==> src/buckc4_cfg.svh <==
// register indices, field positions and reset values of the fourth converter control block
`ifndef BUCKC4_CFG_SVH
`define BUCKC4_CFG_SVH
// register indices; byte address is four times the index
`define BUCKC4_IDX_CTRL 8'hbd
`define BUCKC4_IDX_SEQ 8'hbe
`define BUCKC4_IDX_SLEEP 8'hbf
`define BUCKC4_IDX_STAT 8'hc8
`define BUCKC4_IDX_MASK 8'hc9
`define BUCKC4_ADDR_W 10
// control register fields
`define BUCKC4_FLOAT_BIT 10
`define BUCKC4_VSEL_LSB 0
// sequencing register fields
`define BUCKC4_FACT_LSB 14
`define BUCKC4_ENSLOT_LSB 10
`define BUCKC4_SDSLOT_LSB 6
// sleep register fields
`define BUCKC4_SBEH_LSB 12
`define BUCKC4_STRIG_LSB 8
`define BUCKC4_VIMG_LSB 0
// status and mask bits
`define BUCKC4_EV_FAULT 0
`define BUCKC4_EV_SLEEP_IN 1
`define BUCKC4_EV_SLEEP_OUT 2
// slot codes
`define BUCKC4_SLOT_NONE 4'h0
`define BUCKC4_SLOT_EDGE 4'hf
// reset values
`define BUCKC4_RST_FLOAT 1'h0
`define BUCKC4_RST_FACT 2'h0
`define BUCKC4_RST_SDSLOT 4'h0
`define BUCKC4_RST_SBEH 3'h0
`define BUCKC4_RST_STRIG 2'h0
`define BUCKC4_RST_VIMG 7'h06
// per-variant defaults of the voltage code and start-up slot, variants 0 to 3
`define BUCKC4_VSEL_V0 7'h00
`define BUCKC4_VSEL_V1 7'h56
`define BUCKC4_VSEL_V2 7'h0e
`define BUCKC4_VSEL_V3 7'h06
`define BUCKC4_ENSLOT_V0 4'h0
`define BUCKC4_ENSLOT_V1 4'h1
`define BUCKC4_ENSLOT_V2 4'h0
`define BUCKC4_ENSLOT_V3 4'h3
`endif

==> src/buckc4_pkg.sv <==
// types of the fourth converter control block
package buckc4_pkg;
    typedef enum logic [2:0] {
        BEH_KEEP = 3'b000,
        BEH_IMAGE = 3'b001,
        BEH_STBY = 3'b010,
        BEH_STBY_IMAGE = 3'b011,
        BEH_LIN = 3'b100,
        BEH_LIN_IMAGE = 3'b101,
        BEH_RSVD = 3'b110,
        BEH_OFF = 3'b111
    } buckc4_sleep_e;
    typedef enum logic [1:0] {
        FACT_IGNORE = 2'b00,
        FACT_CONV = 2'b01,
        FACT_SYS = 2'b10,
        FACT_SYS_RSVD = 2'b11
    } buckc4_fact_e;
endpackage : buckc4_pkg

==> src/buckc4_sync.sv <==
// two-stage synchroniser for pin inputs
`timescale 1ns/1ps
`default_nettype none
module buckc4_sync #(
    parameter int W = 1
) (
    input wire logic clk_sys,
    input wire logic nrst,
    input wire logic [W-1:0] din,
    output logic [W-1:0] dout
);
    logic [W-1:0] meta_r;
    always_ff @(posedge clk_sys or negedge nrst) begin
        if (!nrst) begin
            meta_r <= '0;
            dout <= '0;
        end else begin
            meta_r <= din;
            dout <= meta_r;
        end
    end
endmodule : buckc4_sync
`default_nettype wire

==> src/buckc4_ctrl.sv <==
// register and sequencing logic of the fourth buck converter, APB slave
//
// What this block does
// - discharge output when disabled unless float set
// - 7-bit voltage code, 25mV steps from 0.85V
// - fault raises interrupt, then ignore/convert/system shutdown
// - start-up slot: never, slot 1-14, on active
// - shutdown slot 1-14, else on entering off
// - sleep keeps, takes image, or disables output
// - sleep forces standby or linear, optionally image
// - sleep trigger from request bit or low-power inputs
// - gpio sleep input always enters sleep
// - separate image voltage code, same encoding
// - power state machine restores variant defaults
//
// Implementation choice: register access over APB.
`timescale 1ns/1ps
`default_nettype none
`include "buckc4_cfg.svh"
module buckc4_ctrl
    import buckc4_pkg::*;
#(
    parameter int VARIANT = 0
) (
    // clock and reset
    input wire logic clk_sys,
    input wire logic nrst,
    // apb slave
    input wire logic psel,
    input wire logic penable,
    input wire logic pwrite,
    input wire logic [`BUCKC4_ADDR_W-1:0] paddr,
    input wire logic [31:0] pwdata,
    output logic [31:0] prdata,
    output logic pready,
    output logic pslverr,
    // power state machine, same clock
    input wire logic smDefaults,
    input wire logic seqStartStrobe,
    input wire logic seqStopStrobe,
    input wire logic [3:0] seqSlot,
    input wire logic enterActive,
    input wire logic enterOff,
    input wire logic sleepReqBit,
    // pins
    input wire logic [2:0] lowPowerIn,
    input wire logic gpioSleepIn,
    input wire logic convFaultIn,
    // converter controls
    output logic convEnable,
    output logic outputDischarge,
    output logic [6:0] voltageCode,
    output logic modeStandby,
    output logic modeLinear,
    output logic sleepActive,
    output logic systemShutdown,
    output logic irq
);
    localparam logic [6:0] DEF_VSEL = (VARIANT == 1) ? `BUCKC4_VSEL_V1 :
        (VARIANT == 2) ? `BUCKC4_VSEL_V2 : (VARIANT == 3) ? `BUCKC4_VSEL_V3 : `BUCKC4_VSEL_V0;
    localparam logic [3:0] DEF_ENSLOT = (VARIANT == 1) ? `BUCKC4_ENSLOT_V1 :
        (VARIANT == 2) ? `BUCKC4_ENSLOT_V2 : (VARIANT == 3) ? `BUCKC4_ENSLOT_V3 :
        `BUCKC4_ENSLOT_V0;

    logic outputFloat_r;
    logic [6:0] outputVoltageCode_r;
    buckc4_fact_e faultAction_r;
    logic [3:0] startupSlot_r;
    logic [3:0] shutdownSlot_r;
    buckc4_sleep_e sleepBehaviour_r;
    logic [1:0] sleepTriggerSelect_r;
    logic [6:0] imageVoltageCode_r;
    logic [2:0] status_r;
    logic [2:0] mask_r;
    logic [2:0] lowPowerS;
    logic gpioSleepS;
    logic faultS;
    logic faultPrev_r;

    buckc4_sync #(.W(5)) uSync (
        .clk_sys(clk_sys),
        .nrst(nrst),
        .din({convFaultIn, gpioSleepIn, lowPowerIn}),
        .dout({faultS, gpioSleepS, lowPowerS})
    );

    // apb decode; one wait state so every answer comes from a flip-flop
    logic [7:0] regIdx;
    logic accessDone;
    logic wrDone;
    logic rdDone;
    logic mapped;
    assign regIdx = paddr[`BUCKC4_ADDR_W-1:2];
    assign accessDone = psel && penable && pready;
    assign wrDone = accessDone && pwrite && mapped;
    assign rdDone = accessDone && !pwrite && mapped;
    assign mapped = (paddr[1:0] == 2'h0) && (regIdx == `BUCKC4_IDX_CTRL ||
        regIdx == `BUCKC4_IDX_SEQ || regIdx == `BUCKC4_IDX_SLEEP ||
        regIdx == `BUCKC4_IDX_STAT || regIdx == `BUCKC4_IDX_MASK);

    logic [31:0] rdData;
    always_comb begin
        rdData = 32'h0;
        unique case (regIdx)
            `BUCKC4_IDX_CTRL: begin
                rdData[`BUCKC4_FLOAT_BIT] = outputFloat_r;
                rdData[`BUCKC4_VSEL_LSB +: 7] = outputVoltageCode_r;
            end
            `BUCKC4_IDX_SEQ: begin
                rdData[`BUCKC4_FACT_LSB +: 2] = faultAction_r;
                rdData[`BUCKC4_ENSLOT_LSB +: 4] = startupSlot_r;
                rdData[`BUCKC4_SDSLOT_LSB +: 4] = shutdownSlot_r;
            end
            `BUCKC4_IDX_SLEEP: begin
                rdData[`BUCKC4_SBEH_LSB +: 3] = sleepBehaviour_r;
                rdData[`BUCKC4_STRIG_LSB +: 2] = sleepTriggerSelect_r;
                rdData[`BUCKC4_VIMG_LSB +: 7] = imageVoltageCode_r;
            end
            `BUCKC4_IDX_STAT: rdData[2:0] = status_r;
            `BUCKC4_IDX_MASK: rdData[2:0] = mask_r;
            default: rdData = 32'h0;
        endcase
    end

    always_ff @(posedge clk_sys or negedge nrst) begin
        if (!nrst) begin
            pready <= 1'b0;
            prdata <= 32'h0;
            pslverr <= 1'b0;
        end else begin
            pready <= psel && penable && !pready;
            prdata <= (psel && penable && !pready && !pwrite) ? rdData : 32'h0;
            pslverr <= psel && penable && !pready && !mapped;
        end
    end

    // software fields; the state machine's default request outranks a write
    always_ff @(posedge clk_sys or negedge nrst) begin
        if (!nrst) begin
            outputFloat_r <= `BUCKC4_RST_FLOAT;
            outputVoltageCode_r <= DEF_VSEL;
            faultAction_r <= buckc4_fact_e'(`BUCKC4_RST_FACT);
            startupSlot_r <= DEF_ENSLOT;
            shutdownSlot_r <= `BUCKC4_RST_SDSLOT;
            sleepBehaviour_r <= buckc4_sleep_e'(`BUCKC4_RST_SBEH);
            sleepTriggerSelect_r <= `BUCKC4_RST_STRIG;
            imageVoltageCode_r <= `BUCKC4_RST_VIMG;
            mask_r <= 3'h0;
        end else if (smDefaults) begin
            outputFloat_r <= `BUCKC4_RST_FLOAT;
            outputVoltageCode_r <= DEF_VSEL;
            faultAction_r <= buckc4_fact_e'(`BUCKC4_RST_FACT);
            startupSlot_r <= DEF_ENSLOT;
            shutdownSlot_r <= `BUCKC4_RST_SDSLOT;
            sleepBehaviour_r <= buckc4_sleep_e'(`BUCKC4_RST_SBEH);
            sleepTriggerSelect_r <= `BUCKC4_RST_STRIG;
            imageVoltageCode_r <= `BUCKC4_RST_VIMG;
        end else if (wrDone) begin
            unique case (regIdx)
                `BUCKC4_IDX_CTRL: begin
                    outputFloat_r <= pwdata[`BUCKC4_FLOAT_BIT];
                    outputVoltageCode_r <= pwdata[`BUCKC4_VSEL_LSB +: 7];
                end
                `BUCKC4_IDX_SEQ: begin
                    faultAction_r <= buckc4_fact_e'(pwdata[`BUCKC4_FACT_LSB +: 2]);
                    startupSlot_r <= pwdata[`BUCKC4_ENSLOT_LSB +: 4];
                    shutdownSlot_r <= pwdata[`BUCKC4_SDSLOT_LSB +: 4];
                end
                `BUCKC4_IDX_SLEEP: begin
                    sleepBehaviour_r <= buckc4_sleep_e'(pwdata[`BUCKC4_SBEH_LSB +: 3]);
                    sleepTriggerSelect_r <= pwdata[`BUCKC4_STRIG_LSB +: 2];
                    imageVoltageCode_r <= pwdata[`BUCKC4_VIMG_LSB +: 7];
                end
                `BUCKC4_IDX_MASK: mask_r <= pwdata[2:0];
                default: ;
            endcase
        end
    end

    // fault edge and its action
    logic faultEv;
    logic faultConv;
    logic faultSys;
    assign faultEv = faultS && !faultPrev_r;
    assign faultConv = faultEv && faultAction_r == FACT_CONV;
    assign faultSys = faultEv && faultAction_r[1];
    always_ff @(posedge clk_sys or negedge nrst) begin
        if (!nrst) begin
            faultPrev_r <= 1'b0;
        end else begin
            faultPrev_r <= faultS;
        end
    end

    // sleep source; gpio sleep cannot be masked by the selector
    logic sleepTrig;
    logic sleepNxt;
    always_comb begin
        unique case (sleepTriggerSelect_r)
            2'h0: sleepTrig = sleepReqBit;
            2'h1: sleepTrig = lowPowerS[0];
            2'h2: sleepTrig = lowPowerS[1];
            default: sleepTrig = lowPowerS[2];
        endcase
        sleepNxt = sleepTrig || gpioSleepS;
    end

    // enable sequencing; stop and fault outrank start in the same cycle
    logic slotIsNum;
    logic startHit;
    logic stopHit;
    logic convOnNxt;
    logic convOn_r;
    assign slotIsNum = seqSlot != `BUCKC4_SLOT_NONE && seqSlot != `BUCKC4_SLOT_EDGE;
    assign startHit = (seqStartStrobe && slotIsNum && seqSlot == startupSlot_r) ||
        (enterActive && startupSlot_r == `BUCKC4_SLOT_EDGE);
    assign stopHit = (seqStopStrobe && slotIsNum && seqSlot == shutdownSlot_r) ||
        (enterOff && (shutdownSlot_r == `BUCKC4_SLOT_NONE ||
        shutdownSlot_r == `BUCKC4_SLOT_EDGE));
    always_comb begin
        convOnNxt = convOn_r;
        if (startHit) begin
            convOnNxt = 1'b1;
        end
        if (stopHit || faultConv || faultSys) begin
            convOnNxt = 1'b0;
        end
    end

    // sleep behaviour folded into what the converter sees
    logic useImage;
    logic stbyNxt;
    logic linNxt;
    logic sleepOff;
    always_comb begin
        useImage = 1'b0;
        stbyNxt = 1'b0;
        linNxt = 1'b0;
        sleepOff = 1'b0;
        if (sleepNxt) begin
            unique case (sleepBehaviour_r)
                BEH_IMAGE: useImage = 1'b1;
                BEH_STBY: stbyNxt = 1'b1;
                BEH_STBY_IMAGE: begin
                    stbyNxt = 1'b1;
                    useImage = 1'b1;
                end
                BEH_LIN: linNxt = 1'b1;
                BEH_LIN_IMAGE: begin
                    linNxt = 1'b1;
                    useImage = 1'b1;
                end
                BEH_OFF: sleepOff = 1'b1;
                default: ; // reserved code behaves as no change
            endcase
        end
    end

    always_ff @(posedge clk_sys or negedge nrst) begin
        if (!nrst) begin
            convOn_r <= 1'b0;
            convEnable <= 1'b0;
            outputDischarge <= 1'b1;
            voltageCode <= 7'h0;
            modeStandby <= 1'b0;
            modeLinear <= 1'b0;
            sleepActive <= 1'b0;
            systemShutdown <= 1'b0;
        end else begin
            convOn_r <= convOnNxt;
            convEnable <= convOnNxt && !sleepOff;
            outputDischarge <= !(convOnNxt && !sleepOff) && !outputFloat_r;
            voltageCode <= useImage ? imageVoltageCode_r : outputVoltageCode_r;
            modeStandby <= stbyNxt;
            modeLinear <= linNxt;
            sleepActive <= sleepNxt;
            systemShutdown <= faultSys;
        end
    end

    // sticky events, cleared by a read of the status word; a new event wins
    logic [2:0] evNow;
    assign evNow = {sleepActive && !sleepNxt, sleepNxt && !sleepActive, faultEv};
    always_ff @(posedge clk_sys or negedge nrst) begin
        if (!nrst) begin
            status_r <= 3'h0;
            irq <= 1'b0;
        end else begin
            status_r <= (status_r & ~((rdDone && regIdx == `BUCKC4_IDX_STAT) ? 3'h7 : 3'h0))
                | evNow;
            irq <= |(((status_r & ~((rdDone && regIdx == `BUCKC4_IDX_STAT) ? 3'h7 : 3'h0))
                | evNow) & mask_r);
        end
    end
endmodule : buckc4_ctrl
`default_nettype wire

==> config.mk <==
export PLATFORM = sky130hd
export DESIGN_NAME = buckc4_ctrl
export DESIGN_NICKNAME = d
export VERILOG_FILES = /design/src/buckc4_pkg.sv /design/src/buckc4_sync.sv /design/src/buckc4_ctrl.sv
export VERILOG_INCLUDE_DIRS = /design/src
export SDC_FILE = /design/constraint.sdc
export NUM_CORES = 1
export LEC_CHECK = 0
export BUFFER_PORTS_ARGS = -buffer_cell sky130_fd_sc_hd__buf_2
export CELL_PAD_IN_SITES_DETAIL_PLACEMENT = 1
export CELL_PAD_IN_SITES_GLOBAL_PLACEMENT = 1
export CORE_ASPECT_RATIO = 1.5
export CORE_MARGIN = 2
export CORE_UTILIZATION = 42
export DETAILED_ROUTE_END_ITERATION = 10
export PLACE_DENSITY_LB_ADDON = 0.1
export SYNTH_ARGS = -nofsm -noshare
export SYNTH_HDL_FRONTEND = slang
export SYNTH_SLANG_ARGS = --single-unit
==> constraint.sdc <==
create_clock -name clk_sys -period 4.7 [get_ports clk_sys]
set_clock_uncertainty 0.2 [all_clocks]
set_input_delay 0.235 -clock clk_sys [delete_from_list [all_inputs] [get_ports clk_sys]]
set_output_delay 0.235 -clock clk_sys [all_outputs]
set_load 0.05 [all_outputs]
==> results.toml <==
[grt]
first_global_vias = 2855
track_usage_pct = 21.1
overflow = 0
antenna_found_initial = 0
grt_start_max_net_pins = 81
grt_first_pass_wirelength_um = 14300

[critical_path]
endpoint = "imageVoltageCode_r[0]$_DFFE_PN0P_"
r2r-end = "imageVoltageCode_r[0]$_DFFE_PN0P_"
r2r_slack_ps = 2050
reg2regPathDepth = 5
cp.required_ps = 4690
worst-path-max-fanout = 14
critPathCaptureType = "flop"
arrival_ps = 2650
startpoint_type = "flop"
crit_start = "pready$_DFF_PN0_"
r2r-start = "pready$_DFF_PN0_"
critical_path_class = "reg -> reg"

[placement]
hpwl_um = 5930
placed_cell_area_um2 = 3900
place_congestion = 0.779
port-buffer-count = 77

[timing]
max_freq_mhz = 377
max_slew_margin_pct = 31.7
slew_violations = 0
tightest_slew_ps = 1020
min_period_ps = 2650
hold_viol = 0
tns_ps = 0
rsz0062_at_grt = "false"
finalSetupViolCount = 0
period_share_pct = 56.5

[logic_synthesis]
synth.largest_area_cell = "dfrtp_1"
synth_edf_count = 0
synth.top_cells.by_count = "77 x dfrtp_1, 37 x nor2_1, 35 x nand2_1"
synth_most_common_cell = "dfrtp_1"
synth_top_area_share_pct = 55.5
synth_cells = 304
syn_area_um2 = 3470
synth-seq-cells = 80
synth_flop_cell = "dfrtp_1"
ys_async_sr_fraction_pct = 100
ys_seq_area_share_pct = 57.7
synth.distinct_cells = 49
synth_area_leaders = "dfrtp_1 55%, mux2i_1 7.5%, mux2_1 4.5%, nor2_1 4.0%, nand2_1 3.8%"
ys_warn_count = 0
syn_area_per_cell_um2 = 11.4

[detailed_routing]
drt-pass1-iter-count = 4
drtAntennaViolNets = 0
postRouteWirelength_um = 8530
post_drt_wl_per_cell_um = 16.6
drc = 0
dr_total_vias = 2603
drt-vias-per-instance = 5.05
drt_iter0_drc = 77

[power]
pwr_density_cell_nw_per_um2 = 359
peakVddDrop_uv = 280
p_leak_nw = 2.29
finalPower_mw = 1.60

[final_layout]
multi_input_area_um2 = 1360
drive_above_1_share_pct = 25.6
nNetsFinal = 467
seq_area_um2 = 2010
syn_to_final_growth_pct = 28.4
diodes = 0
final_area_um2 = 4460
final_core_util_pct = 55.7
fillers = 893

[clocking]
clkLatencyLatePin_ps = 340
postCtsSetupBuffers = 0
htreeDepth = 3
cts_tree = "built"
clockBufferDepth = 2
clk_pin_slew_worst_paths_ps = 60
cts_resized = 0
numCtsBuffers = 9
clock_sinks = 80
cts_root_buf = "clkbuf_16"

[status]
status = "complete, no violations"

[floorplan]
core_area_um2 = 8010
num_rows = 40
start_util_pct = 43.4
die_area_um2 = 9030
die_y_um = 115
die_x_um = 78.3
pin_count = 110

[run]
maxCapViolCount = 0

[min_path]
hp-class = "in -> reg"
-- worst max-delay path, stage by stage, from the launching register on --
cell and delay (ps):
dfrtp_1 400, nand2_1 80, nor4_2 390, nand4_1 890, mux2i_1 460, nor2_1 80
-- final cells by class --
| class | instances | area share [%] |
|---|---|---|
| multi-input cells | 211 | 30.4 |
| clock inverters | 4 | 1.65 |
| clock buffers | 12 | 5.97 |
| flip-flops and latches | 80 | 45.0 |
| inverters | 3 | 0.252 |
| repair buffers | 100 | 13.8 |
| well taps | 105 | 2.95 |
-- power by group --
group | internal (mW) | total, mW | switching (mW) | leakage [nW]
logic | 0.0377 | 0.119 | 0.0810 | 1.06
registers | 0.696 | 0.698 | 0.00263 | 1.06
clock network | 0.509 | 0.783 | 0.273 | 0.169
total | 1.24 | 1.60 | 0.357 | 2.29
-- how the worst min path moves through the flow --
stage | startpoint | to | cells past startpoint
final | penable | pready$_DFF_PN0_ | 3
after global routing | penable | pready$_DFF_PN0_ | 3
after CTS | penable | pready$_DFF_PN0_ | 3
after detailed placement | uSync.meta_r[1]$_DFF_PN0_ | uSync.dout[1]$_DFF_PN0_ | 0
after global placement | uSync.meta_r[3]$_DFF_PN0_ | uSync.dout[3]$_DFF_PN0_ | 0
after floorplan | nrst | convEnable$_DFF_PN0_ | 0
-- metrics by stage --
step	hold WS, ps	setup WS (ps)	instances
after CTS	5.75	2070	515
after detailed placement	136	2040	477
after floorplan	-261	2560	319
final	15.6	2050	515
after global placement	134	2110	477
after global routing	35.8	1850	515
-- cell usage in the layout (no fill, tap or decap), types with 3 or more instances in the layout --
cell,instances
clkbuf_8,3
xnor2_1,4
buf_2,76
nand4_1,6
a31oi_1,3
mux2_1,14
nor3b_1,4
nor3_1,3
dfrtp_1,77
nand2_1,35
a22oi_1,3
nand3_1,4
nor2b_1,4
dfstp_2,3
a21oi_1,10
and3_1,3
clkbuf_16,9
a21o_1,3
nor2_1,37
and2_1,6
a22o_1,3
dlygate4sd3_1,22
conb_1,16
mux2i_1,26
-- repair_timing --
item / CTS / global route
hold buffers: 22 / 0
setup endpoints to repair: 0 / 0
endpoints found under the hold margin: 109 / 0
-- logic make-up after synthesis --
kind of cell | share of synthesized area [%]
compound gates | 6.45
simple gates | 16.7
other cells | 0.108
buf+inv | 4.83
xor+xnor | 1.51
flops | 57.7
mux | 12.7
-- sequential cells by signal, summed over array words and instances, names as in the netlist, 4 cells and up --
register / count
imageVoltageCode_r: 7
outputVoltageCode_r: 7
prdata: 16
shutdownSlot_r: 4
startupSlot_r: 4
uSync.dout: 5
uSync.meta_r: 5
voltageCode: 7
-- per-layer routing --
layer  GRT usage [%]  vias up  part of all wire (%)
met5               0        -                     0
met4            9.01        0                   2.4
met3            4.16       14                   3.5
met2            38.6       63                    55
met1            23.8     1306                    39
li1                -     1220                     -
(Power assumes the default switching activity.)
